$ cat config.mk
export PLATFORM = sky130hd
export DESIGN_NAME = csb_sfr_bank
export DESIGN_NICKNAME = d
export VERILOG_FILES = /design/src/csb_pkg.sv /design/src/csb_pin_sync.sv /design/src/csb_sfr_bank.sv
export SDC_FILE = /design/constraint.sdc
export NUM_CORES = 1
export LEC_CHECK = 0
export BUFFER_PORTS_ARGS = -buffer_cell sky130_fd_sc_hd__buf_2
export CORE_UTILIZATION = 52
export DETAILED_ROUTE_END_ITERATION = 8
export PLACE_DENSITY = 0.94
export SETUP_SLACK_MARGIN = 0.5
export SKIP_CTS_REPAIR_TIMING = 1
export SLEW_MARGIN = 20
export SYNTH_ARGS = -nofsm -noshare
export SYNTH_HDL_FRONTEND = slang
export SYNTH_SLANG_ARGS = --single-unit
$ cat constraint.sdc
create_clock -name core_clk -period 4.14 [get_ports core_clk]
set_input_delay 0.414 -clock core_clk [delete_from_list [all_inputs] [get_ports core_clk]]
set_output_delay 0.414 -clock core_clk [all_outputs]
set_load 0.02 [all_outputs]
$ cat src/csb_pkg.sv
// Shared constants and types for the core special function register bank
package csb_pkg;

  // Register indices; the byte address is four times the index
  localparam logic [3:0] IDX_FLAGS = 4'h3;
  localparam logic [3:0] IDX_INDIRECT = 4'h4;
  localparam logic [3:0] IDX_PORT = 4'h6;
  localparam logic [3:0] IDX_POWER = 4'h8;
  localparam logic [3:0] IDX_WAKE = 4'h9;
  localparam logic [3:0] IDX_PC_HIGH_BUFFER = 4'ha;
  localparam logic [3:0] IDX_PULLDN = 4'hb;

  // Flags register fields
  localparam int FLG_CARRY = 0;
  localparam int FLG_NIBBLE = 1;
  localparam int FLG_ZERO = 2;
  localparam int FLG_SLEEP_N = 3;
  localparam int FLG_WDT_N = 4;
  localparam int FLG_SPARE = 5;
  localparam int FLG_BANK_LO = 6;
  localparam int FLG_BANK_HI = 7;

  // Power control fields
  localparam int PWR_LOCK = 0;
  localparam int PWR_TOERR = 1;
  localparam int PWR_SPARE2 = 2;
  localparam int PWR_LVR = 3;
  localparam int PWR_SPARE4 = 4;
  localparam int PWR_LVD = 5;
  localparam int PWR_SPARE6 = 6;
  localparam int PWR_WDT = 7;

  // Other field positions
  localparam int IND_SPARE = 7;
  localparam int PCH_SPARE = 7;
  localparam int PULLDN_LSB = 4;
  localparam int PORT_SPARE_LSB = 6;

  // Reset values
  localparam logic [7:0] FLAGS_RST = 8'h18;
  localparam logic [7:0] INDIRECT_RST = 8'h00;
  localparam logic [5:0] PORT_LATCH_RST = 6'h00;
  localparam logic [1:0] PORT_SPARE_RST = 2'h0;
  localparam logic [7:0] POWER_RST = 8'h89;
  localparam logic [5:0] WAKE_RST = 6'h3f;
  localparam logic [2:0] PC_HIGH_BUFFER_RST = 3'h0;
  localparam logic [3:0] PULLDN_RST = 4'hf;
  localparam logic [1:0] PC_HI_RST = 2'h0;

  // Nonvolatile unlock sequence
  localparam logic [7:0] UNLOCK_CODE1 = 8'hc9;
  localparam logic [7:0] UNLOCK_CODE2 = 8'h3a;
  localparam logic [7:0] UNLOCK_CODE3 = 8'hd3;

  typedef enum logic [1:0] {CSB_OP_ADD, CSB_OP_SUB, CSB_OP_LOGIC} csb_alu_op_e;
  typedef enum logic [1:0] {CSB_LK_LOCKED, CSB_LK_CODE1, CSB_LK_CODE2, CSB_LK_OPEN} csb_lock_e;

  typedef struct packed {
    logic valid;
    csb_alu_op_e op;
    logic [7:0] a;
    logic [7:0] b;
    logic [7:0] logic_res;
  } csb_alu_req_s;

  typedef struct packed {
    logic [1:0] bank_select;
    logic [6:0] indirect_index;
    logic watchdog_enable;
    logic low_voltage_detect_enable;
    logic low_voltage_reset_enable;
    logic [5:0] pin_wakeup_bit;
    logic [3:0] pulldown_off_bit;
  } csb_ctrl_s;

endpackage : csb_pkg

$ cat src/csb_pin_sync.sv
// Three-stage pin synchroniser with agreement filter
`timescale 1ns/10ps
module csb_pin_sync #(
  parameter int W = 6
) (
  // Clock and reset
  input wire logic core_clk,
  input wire logic resetn,
  // Pins and filtered level
  input wire logic [W-1:0] pin_async,
  output logic [W-1:0] pin_level
);

  logic [W-1:0] s1_q;
  logic [W-1:0] s2_q;
  logic [W-1:0] s3_q;

  always_ff @(posedge core_clk or negedge resetn) begin
    if (!resetn) begin
      s1_q <= '0;
      s2_q <= '0;
      s3_q <= '0;
    end else begin
      s1_q <= pin_async;
      s2_q <= s1_q;
      s3_q <= s2_q;
    end
  end

  // A bit changes only once two stages agree
  genvar i;
  for (i = 0; i < W; i++) begin : g_bit
    always_ff @(posedge core_clk or negedge resetn) begin
      if (!resetn) begin
        pin_level[i] <= 1'b0;
      end else if (s2_q[i] == s3_q[i]) begin
        pin_level[i] <= s3_q[i];
      end
    end
  end

endmodule : csb_pin_sync

$ cat src/csb_sfr_bank.sv
// Core special function register bank: flags, pointer, port, power and pin control
// Functional notes
// - Carry set on add carry-out or subtract no-borrow, else cleared.
// - Nibble carry set on carry out of bit 3, or no borrow from it.
// - Zero flag set when the operation result is zero, else cleared.
// - Sleep flag (low) reads 1 after reset or watchdog clear, 0 on sleep.
// - Watchdog flag (low) 1 after reset, clear or sleep; 0 on timeout.
// - Two-bit bank select in top flags bits, read/write, resets to zero.
// - Pointer low seven bits index 128 registers; bit 7 spare storage.
// - Port read gives pin for inputs; output pins pin or latch per option.
// - Port write loads output latches; upper two bits are spare storage.
// - Power enables: watchdog bit 7 resets 1, detector 5 resets 0, reset 3 resets 1.
// - Read-only bit 1 shows write timeout, only with option enabled; resets 0.
// - Read-only bit 0 shows write lock state; resets to 1 (locked).
// - Six wake-up enables for pins 0 to 5 reset to 1; top bits unimplemented.
// - Buffer low bits hold program counter bits 9:8, reset 00; bit 7 spare.
// - Pull-low bits 7:4 disable resistors of pins 3:0 when 1; reset to 1.
// - Spare storage bits keep and return software writes with no side effect.
// - Program counter bits 9:8 load only from the buffer on a counter load.
// - Unlock needs codes c9, 3a, d3 in turn before a write is accepted.
`timescale 1ns/10ps
module csb_sfr_bank
  import csb_pkg::*;
#(
  parameter int PIN_W = 6
) (
  // Clock and reset
  input wire logic core_clk,
  input wire logic resetn,
  // Avalon-MM slave
  input wire logic [5:0] avs_address,
  input wire logic avs_read,
  input wire logic avs_write,
  input wire logic [31:0] avs_writedata,
  input wire logic [3:0] avs_byteenable,
  output logic [31:0] avs_readdata,
  output logic avs_waitrequest,
  // Core execution events
  input wire csb_alu_req_s alu_req,
  input wire logic sleep_exec,
  input wire logic watchdog_clear_instruction,
  input wire logic wdt_timeout,
  input wire logic pc_load,
  output logic [1:0] pc_high_bits,
  output logic [7:0] flags_out,
  // Port pins
  input wire logic [PIN_W-1:0] pin_in,
  input wire logic [PIN_W-1:0] pin_out_en,
  input wire logic port_readback_option,
  output logic [PIN_W-1:0] port_latch,
  // Nonvolatile write linkage
  input wire logic nvm_timeout_option,
  input wire logic nvm_timeout_event,
  input wire logic nvm_unlock_code_write,
  input wire logic [7:0] nvm_unlock_code,
  input wire logic nvm_write_instruction,
  output logic nvm_write_accept,
  // Control outputs
  output csb_ctrl_s ctrl
);

  function automatic logic hit(input logic [5:0] addr, input logic [3:0] idx);
    hit = (addr[5:2] == idx);
  endfunction : hit

  logic [7:0] flags_q;
  logic [7:0] indirect_q;
  logic [1:0] port_spare_q;
  logic [7:0] power_q;
  logic [5:0] power_rw_q;
  logic [5:0] wake_q;
  logic [2:0] pc_high_buffer_q;
  logic [3:0] pulldn_q;
  logic toerr_q;
  csb_lock_e lock_q;
  logic rd_ack_q;
  logic [PIN_W-1:0] pin_level;
  logic wr_en;
  logic [7:0] wd;
  logic [7:0] rd_d;
  logic [7:0] b_eff;
  logic cin;
  logic [8:0] sum9;
  logic [4:0] nib5;
  logic [7:0] result;
  logic [PIN_W-1:0] latch_sel;

  csb_pin_sync #(.W(PIN_W)) u_sync (
    .core_clk(core_clk),
    .resetn(resetn),
    .pin_async(pin_in),
    .pin_level(pin_level)
  );

  assign wr_en = avs_write & avs_byteenable[0];
  assign wd = avs_writedata[7:0];

  // One wait state on reads so read data come from a flop
  assign avs_waitrequest = avs_read & ~rd_ack_q;

  // Arithmetic: subtract as add of complement, so carry means no borrow
  always_comb begin
    cin = (alu_req.op == CSB_OP_SUB);
    b_eff = cin ? ~alu_req.b : alu_req.b;
    sum9 = {1'b0, alu_req.a} + {1'b0, b_eff} + {8'h00, cin};
    nib5 = {1'b0, alu_req.a[3:0]} + {1'b0, b_eff[3:0]} + {4'h0, cin};
    result = (alu_req.op == CSB_OP_LOGIC) ? alu_req.logic_res : sum9[7:0];
  end

  // Arithmetic flags; a hardware update beats a same-cycle software write
  always_ff @(posedge core_clk or negedge resetn) begin
    if (!resetn) begin
      flags_q[FLG_ZERO:FLG_CARRY] <= FLAGS_RST[FLG_ZERO:FLG_CARRY];
    end else if (alu_req.valid) begin
      if (alu_req.op != CSB_OP_LOGIC) begin
        flags_q[FLG_CARRY] <= sum9[8];
        flags_q[FLG_NIBBLE] <= nib5[4];
      end
      flags_q[FLG_ZERO] <= (result == 8'h00);
    end else if (wr_en && hit(avs_address, IDX_FLAGS)) begin
      flags_q[FLG_ZERO:FLG_CARRY] <= wd[FLG_ZERO:FLG_CARRY];
    end
  end

  // Reset-cause flags; events win over software writes
  always_ff @(posedge core_clk or negedge resetn) begin
    if (!resetn) begin
      flags_q[FLG_SLEEP_N] <= FLAGS_RST[FLG_SLEEP_N];
      flags_q[FLG_WDT_N] <= FLAGS_RST[FLG_WDT_N];
    end else begin
      if (sleep_exec) begin
        flags_q[FLG_SLEEP_N] <= 1'b0;
      end else if (watchdog_clear_instruction) begin
        flags_q[FLG_SLEEP_N] <= 1'b1;
      end else if (wr_en && hit(avs_address, IDX_FLAGS)) begin
        flags_q[FLG_SLEEP_N] <= wd[FLG_SLEEP_N];
      end
      if (wdt_timeout) begin
        flags_q[FLG_WDT_N] <= 1'b0;
      end else if (sleep_exec || watchdog_clear_instruction) begin
        flags_q[FLG_WDT_N] <= 1'b1;
      end else if (wr_en && hit(avs_address, IDX_FLAGS)) begin
        flags_q[FLG_WDT_N] <= wd[FLG_WDT_N];
      end
    end
  end

  // Bank select and spare bit of the flags register
  always_ff @(posedge core_clk or negedge resetn) begin
    if (!resetn) begin
      flags_q[FLG_BANK_HI:FLG_SPARE] <= FLAGS_RST[FLG_BANK_HI:FLG_SPARE];
    end else if (wr_en && hit(avs_address, IDX_FLAGS)) begin
      flags_q[FLG_BANK_HI:FLG_SPARE] <= wd[FLG_BANK_HI:FLG_SPARE];
    end
  end

  // Indirect pointer
  always_ff @(posedge core_clk or negedge resetn) begin
    if (!resetn) begin
      indirect_q <= INDIRECT_RST;
    end else if (wr_en && hit(avs_address, IDX_INDIRECT)) begin
      indirect_q <= wd;
    end
  end

  // Port output latches and spare bits
  always_ff @(posedge core_clk or negedge resetn) begin
    if (!resetn) begin
      port_latch <= PORT_LATCH_RST;
      port_spare_q <= PORT_SPARE_RST;
    end else if (wr_en && hit(avs_address, IDX_PORT)) begin
      port_latch <= wd[PIN_W-1:0];
      port_spare_q <= wd[7:PORT_SPARE_LSB];
    end
  end

  // Output pins show the latch only when the option picks it
  assign latch_sel = pin_out_en & {PIN_W{port_readback_option}};

  // Power control writable bits; bits 1:0 are never written by software
  always_ff @(posedge core_clk or negedge resetn) begin
    if (!resetn) begin
      power_rw_q <= POWER_RST[7:2];
    end else if (wr_en && hit(avs_address, IDX_POWER)) begin
      power_rw_q <= wd[7:2];
    end
  end

  // Write timeout flag; a new accepted write clears it, the event wins
  always_ff @(posedge core_clk or negedge resetn) begin
    if (!resetn) begin
      toerr_q <= POWER_RST[PWR_TOERR];
    end else if (nvm_timeout_event && nvm_timeout_option) begin
      toerr_q <= 1'b1;
    end else if (nvm_write_accept) begin
      toerr_q <= 1'b0;
    end
  end

  // Unlock sequence; any wrong code starts over
  always_ff @(posedge core_clk or negedge resetn) begin
    if (!resetn) begin
      lock_q <= CSB_LK_LOCKED;
    end else if (nvm_write_accept) begin
      lock_q <= CSB_LK_LOCKED;
    end else if (nvm_unlock_code_write) begin
      case (lock_q)
        CSB_LK_CODE1: begin
          lock_q <= (nvm_unlock_code == UNLOCK_CODE2) ? CSB_LK_CODE2 : CSB_LK_LOCKED;
        end
        CSB_LK_CODE2: begin
          lock_q <= (nvm_unlock_code == UNLOCK_CODE3) ? CSB_LK_OPEN : CSB_LK_LOCKED;
        end
        default: begin
          lock_q <= (nvm_unlock_code == UNLOCK_CODE1) ? CSB_LK_CODE1 : CSB_LK_LOCKED;
        end
      endcase
    end
  end

  assign nvm_write_accept = nvm_write_instruction & (lock_q == CSB_LK_OPEN);
  assign power_q = {power_rw_q, toerr_q, (lock_q != CSB_LK_OPEN)};

  // Wake-up and pull-low controls
  always_ff @(posedge core_clk or negedge resetn) begin
    if (!resetn) begin
      wake_q <= WAKE_RST;
      pulldn_q <= PULLDN_RST;
    end else if (wr_en) begin
      if (hit(avs_address, IDX_WAKE)) begin
        wake_q <= wd[5:0];
      end else if (hit(avs_address, IDX_PULLDN)) begin
        pulldn_q <= wd[7:PULLDN_LSB];
      end
    end
  end

  // Program counter high buffer
  always_ff @(posedge core_clk or negedge resetn) begin
    if (!resetn) begin
      pc_high_buffer_q <= PC_HIGH_BUFFER_RST;
    end else if (wr_en && hit(avs_address, IDX_PC_HIGH_BUFFER)) begin
      pc_high_buffer_q <= {wd[PCH_SPARE], wd[1:0]};
    end
  end

  // Counter high bits follow the buffer only on a counter load
  always_ff @(posedge core_clk or negedge resetn) begin
    if (!resetn) begin
      pc_high_bits <= PC_HI_RST;
    end else if (pc_load) begin
      pc_high_bits <= pc_high_buffer_q[1:0];
    end
  end

  // Read mux; unmapped addresses and unimplemented bits read zero
  always_comb begin
    rd_d = 8'h00;
    if (hit(avs_address, IDX_FLAGS)) begin
      rd_d = flags_q;
    end else if (hit(avs_address, IDX_INDIRECT)) begin
      rd_d = indirect_q;
    end else if (hit(avs_address, IDX_PORT)) begin
      rd_d = {port_spare_q, (port_latch & latch_sel) | (pin_level & ~latch_sel)};
    end else if (hit(avs_address, IDX_POWER)) begin
      rd_d = power_q;
    end else if (hit(avs_address, IDX_WAKE)) begin
      rd_d = {2'h0, wake_q};
    end else if (hit(avs_address, IDX_PC_HIGH_BUFFER)) begin
      rd_d = {pc_high_buffer_q[2], 5'h00, pc_high_buffer_q[1:0]};
    end else if (hit(avs_address, IDX_PULLDN)) begin
      rd_d = {pulldn_q, 4'h0};
    end
  end

  always_ff @(posedge core_clk or negedge resetn) begin
    if (!resetn) begin
      rd_ack_q <= 1'b0;
      avs_readdata <= 32'h0000_0000;
    end else begin
      rd_ack_q <= avs_read & ~rd_ack_q;
      if (avs_read && !rd_ack_q) begin
        avs_readdata <= {24'h00_0000, rd_d};
      end
    end
  end

  assign flags_out = flags_q;
  assign ctrl.bank_select = flags_q[FLG_BANK_HI:FLG_BANK_LO];
  assign ctrl.indirect_index = indirect_q[6:0];
  assign ctrl.watchdog_enable = power_q[PWR_WDT];
  assign ctrl.low_voltage_detect_enable = power_q[PWR_LVD];
  assign ctrl.low_voltage_reset_enable = power_q[PWR_LVR];
  assign ctrl.pin_wakeup_bit = wake_q;
  assign ctrl.pulldown_off_bit = pulldn_q;
endmodule : csb_sfr_bank

Word level (Yosys, flattened, before mapping)
Index checks and enable logic that the tools add are counted.

operators by class
  add/sub/neg operators = 4
  equality and inequality tests = 24
  muxes and demuxes = 26
  bitwise logic cells = 11
  reductions and logical operators = 18

operators by type and width
  operator                                             count
  2-to-1 mux 8 bit                                     9
  bitwise AND 6 bit                                    3
  equality test 4 bit, second input constant           4
  equality test 8 bit, second input constant           2
  2-to-1 mux 2 bit                                     5
  adder 8 x 8 -> 9 bit                                 1
  adder 9 x 1 -> 9 bit                                 1
  2-to-1 mux 1 bit                                     9
  equality test 4 x 3 -> 1 bit, second input constant  2
  equality test 8 x 6 -> 1 bit, second input constant  1
  logical NOT 8 bit                                    1
  NOT 8 bit                                            1
  logical AND 1 bit                                    7
  equality test 1 bit                                  6
  equality test 2 bit, second input constant           3
  2-to-1 mux 3 bit                                     2
  NOT 6 bit                                            1
  OR 6 bit                                             1
  nonzero test 2 bit                                   3
  nonzero test 3 bit                                   2
  adder 4 x 4 -> 5 bit                                 1
  adder 5 x 1 -> 5 bit                                 1
  equality test 2 x 1 -> 1 bit, second input constant  2
  equality test 4 x 2 -> 1 bit, second input constant  1
  9 further kinds                                      14

word-level totals
  register bits = 81
  bits of input ports = 102
  output and inout port bits = 72
  logic and storage cells = 109

Depth between registers and ports, before layout
  depth in word-level cells = 8
  depth in mapped cells = 11
  gate-level depth less buffers = 10

By module
Synthesis repeated with hierarchy kept, for this count alone.

second synthesis, totals
  cell total of the unflattened synthesis = 356
  area total of the unflattened synthesis = 4186.5 um^2

by module, submodules not included
  module        times used  cells each  area an instance (um^2)
  csb_sfr_bank  1           326         3518.4
  csb_pin_sync  1           30          668.1

Worst setup path before layout
Ideal clock, no wire load.

  path type = input to register
  start point = in alu_req[25] in the netlist's numbering
  end point = reg flags_q[2] (netlist: flags_out[2])
  library setup time = 120 ps
  arrival time = 2155 ps
  data required time = 4020 ps
  path slack = 1864 ps
  cell stages on the path = 11
  path through = nand2b_1 buf_6 xnor2_1 inv_1 fa_1 nand2b_1 a21oi_1 o21ai_0 o21bai_1 a311oi_1 a41o_1

between the ends
  word-level cells in the longest chain between the ends = 7
  elaborated cells on any way between the ends = 8
  classes of those cells = add/sub: 2; eq/ne: 2; mux: 3; reduce/logical: 1

ends and longest elaborated chain
  item                            line                 text
  start: declaration              csb_sfr_bank.sv:39   input wire csb_alu_req_s alu_req,
  equality test 2 x 1 -> 1 bit    csb_sfr_bank.sv:103  cin = (alu_req.op == CSB_OP_SUB);
  2-to-1 mux 8 bit                csb_sfr_bank.sv:104  b_eff = cin ? ~alu_req.b : alu_req.b;
  adder 8 x 8 -> 9 bit            csb_sfr_bank.sv:105  sum9 = {1'b0, alu_req.a} + {1'b0, b_eff} + {8'h00, cin};
  adder 9 x 1 -> 9 bit            csb_sfr_bank.sv:105
  2-to-1 mux 8 bit *              csb_sfr_bank.sv:107  result = (alu_req.op == CSB_OP_LOGIC) ? alu_req.logic_res : sum9[7:0];
  logical NOT 8 bit *             csb_sfr_bank.sv:119  flags_q[FLG_ZERO] <= (result == 8'h00);
  2-to-1 mux 3 bit *              csb_sfr_bank.sv:114  end else if (alu_req.valid) begin
  end signal: indexed assignment  csb_sfr_bank.sv:116  flags_q[FLG_CARRY] <= sum9[8];
  end signal: indexed assignment  csb_sfr_bank.sv:119
  end signal: indexed assignment  csb_sfr_bank.sv:121  flags_q[FLG_ZERO:FLG_CARRY] <= wd[FLG_ZERO:FLG_CARRY];
  end: declaration                csb_sfr_bank.sv:66   logic [7:0] flags_q;

Every way passes the cells marked *; elsewhere a longest branch is shown, timed or not.
A chain may end at the register's enable or synchronous reset.

Worst setup path after layout
Ends and elaborated chain as after synthesis.

==> flow_summary_export.csv <==
group,metric,value,unit
cts,numCtsBuffers,9,
die,start_util,54.48,%
timing,fmax,0.3994,GHz
worst_setup_path,crit_path_end_kind,"flop",
worst_setup_path,worst-setup-path-type,"primary input to flop",
timing,fin_skew,0.01008,ns
routing,vias,3124,
status,status,"complete, no violations",
cts,cts_tree,"done",
worst_setup_path,reg2regPathDepth,7,
cts,cts_sinks,81,
yosys,yosysWarnings,0,
worst_setup_path,cp.required,4.38,ns
flow_run,cap_violations,0,
yosys,ys_seq_area_share,47.82,%
routing,drtPass1Iterations,4,
layout,nets,594,
worst_setup_path,r2r_start,"lock_q[0]",
place,postPlaceCellArea,4733,µm²
place,place_congestion,0.8786,
worst_setup_path,regToRegSetupSlack,2.52,ns
yosys,mappedNetlistArea,4275,µm²
layout,layout_commonest_cell,"buf_2",
layout,nFillCells,653,
yosys,netlist.area_leader.share,39.22,%
yosys,yosysTopAreaCell,"dfrtp_1",
yosys,ys_top_cells_by_area,"dfrtp_1 39%, dfstp_2 8.6%, mux2_2 7.9%, buf_4 6.7%, nand2_1 3.3%",
yosys,ys_types,58,
pwr,power_leakage,0.002452,µW
die,dieArea,8589,µm²
yosys,ys_ff_latch,81,
global_route,overflow,0,
timing,tightest_slew,0.5623,ns
yosys,synth_edf_count,0,
yosys,netlist_instances,370,
routing,avgRoutedWirePerCell,15.97,µm
place,port_buffers,120,
pwr,ir_drop,174.9,µV
place,dpl.hpwl,7051,µm
die,ios,174,
layout,drive_gt1_share,41.24,%
worst_setup_path,start_kind,"primary input",
worst_setup_path,cp_max_fo,9,
timing,period_share,60.48,%
die,core_area,7848,µm²
cts,cts.clk_slew.worst_paths,0.08,ns
layout,final_cell_mix,"119 x buf_2, 67 x dfrtp_1, 38 x nand2_1, 30 x mux2_2, 24 x conb_1",
global_route,grtUsageTotal,23.42,%
layout,syn_to_final_growth,15.69,%
cts,insertion_delay,0.35,ns
cts,clk_path_buf_depth,2,
die,die_w,92.68,µm
layout,reg_top3,"avs_readdata x8, indirect_q x8",
routing,viasPerCell,5.313,
yosys,synth_flop_cell,"dfrtp_1",
worst_setup_path,r2r_end,"lock_q[0]",
die,core.rowCount,32,
routing,ant_nets,0,
timing,slew-limit-headroom,62.52,%
routing,totalWireLength,9388,µm
worst_hold_path,hold_class,"primary input to asynchronous set/reset pin",
yosys,synth.avg_cell_area,11.56,µm²
timing,min_period,2.504,ns
timing,drv_slew,0,
pwr,p_total,2058,µW
cts,htreeDepth,3,
global_route,antenna_found_initial,1,
cts,root_buffer,"clkbuf_8",
timing,rsz0062_at_grt,"false",
global_route,grt_pass1_vias,3133,
timing,hold_viol,0,
pwr,powerDensity,416.0,nW/µm²
layout,final_area,4946,µm²
yosys,ys_async_sr_fraction,100.0,%
worst_setup_path,cp.arrival,2.74,ns
layout,final_util,63.03,%
routing,drcViolationCount,0,
timing,setup_violations,0,
timing,tns,0,ns
global_route,grt_pass1_wl,15380,µm
layout,finalNonFillerCells,588,
place,place.detailed.instances,570,
global_route,grt_max_degree,82,
die,die_h,92.68,µm
routing,drtIter0Drc,168,
-- synth_stat cells, types with 3 or more instances --
| cell type | count |
|---|---|
| a21o_1 | 4 |
| a21oi_1 | 9 |
| a221oi_1 | 8 |
| a31oi_1 | 5 |
| and2_1 | 3 |
| buf_4 | 38 |
| buf_6 | 4 |
| dfrtp_1 | 67 |
| dfstp_2 | 14 |
| ha_1 | 11 |
| inv_1 | 12 |
| maj3_1 | 6 |
| mux2_2 | 30 |
| mux2_4 | 9 |
| mux2i_1 | 12 |
| nand2_1 | 38 |
| nand2b_1 | 5 |
| nand3_1 | 3 |
| nor2_1 | 13 |
| nor3_1 | 6 |
| o21ai_0 | 13 |
| o21ai_1 | 3 |
| o22ai_1 | 4 |
| xnor2_1 | 9 |
| xor2_1 | 4 |
-- routing by layer --
metal	vias to the layer above	track usage (%)	part of all wire (%)
li1	1467	-	-
met4	0	10.00	2.6
met3	23	6.076	7.8
met5	-	0	0
met2	140	37.04	47
met1	1494	30.59	43
-- cell families after synthesis --
| logic type | synth area share (%) |
|---|---|
| flops | 47.82 |
| simple gates | 12.06 |
| xor+xnor | 2.663 |
| fa+ha+maj | 5.092 |
| buf+inv | 9.452 |
| mux | 13.87 |
| other cells | 0.08771 |
| compound gates | 8.955 |
-- through the flow --
step	setup slack, ns	hold WS (ns)
floorplan	1.864	0.1184
global route	1.465	0.09226
finish	1.636	0.05166
detailed placement	1.327	0.3363
global placement	1.469	0.3319
CTS	1.692	0.1553
-- worst max-delay path: stages --
cell	delay [ns]
buf_2	0.10
nand2b_1	0.37
xnor2_1	0.32
inv_1	0.10
fa_1	0.42
nand2b_1	0.18
a21oi_1	0.18
o21ai_0	0.16
o21bai_1	0.17
a311oi_1	0.07
a41o_1	0.26
-- where the power goes --
| part | internal, µW | total [µW] | switching, µW |
|---|---|---|---|
| Sequential | 916 | 991 | 74.9 |
| Clock | 269 | 551 | 282 |
| Combinational | 216 | 516 | 300 |
| Total | 1400 | 2060 | 657 |
-- layout make-up --
class / instances / area (µm²) / share of cell area (%)
Sequential cell: 81 / 2044 / 41.34
Multi-Input combinational cell: 255 / 1913 / 38.68
Timing Repair Buffer: 121 / 623.1 / 12.60
Clock buffer: 13 / 168.9 / 3.415
Tap cell: 102 / 127.6 / 2.580
Inverter: 12 / 45.04 / 0.9107
Clock inverter: 3 / 21.27 / 0.4301
Antenna cell: 1 / 2.502 / 0.05059
-- how the worst max path moves through the flow --
stage	from	end	slack, ns	cells after the start
global route	alu_req[25]	flags_out[2]	1.47	11
finish	alu_req[25]	flags_out[2]	1.64	11
floorplan	alu_req[25]	flags_out[2]	1.86	11
detailed placement	alu_req[25]	flags_out[2]	1.33	11
CTS	alu_req[25]	flags_out[2]	1.69	11
global placement	alu_req[25]	flags_out[2]	1.47	10
No activity file was read; power rests on OpenSTA's default activity.
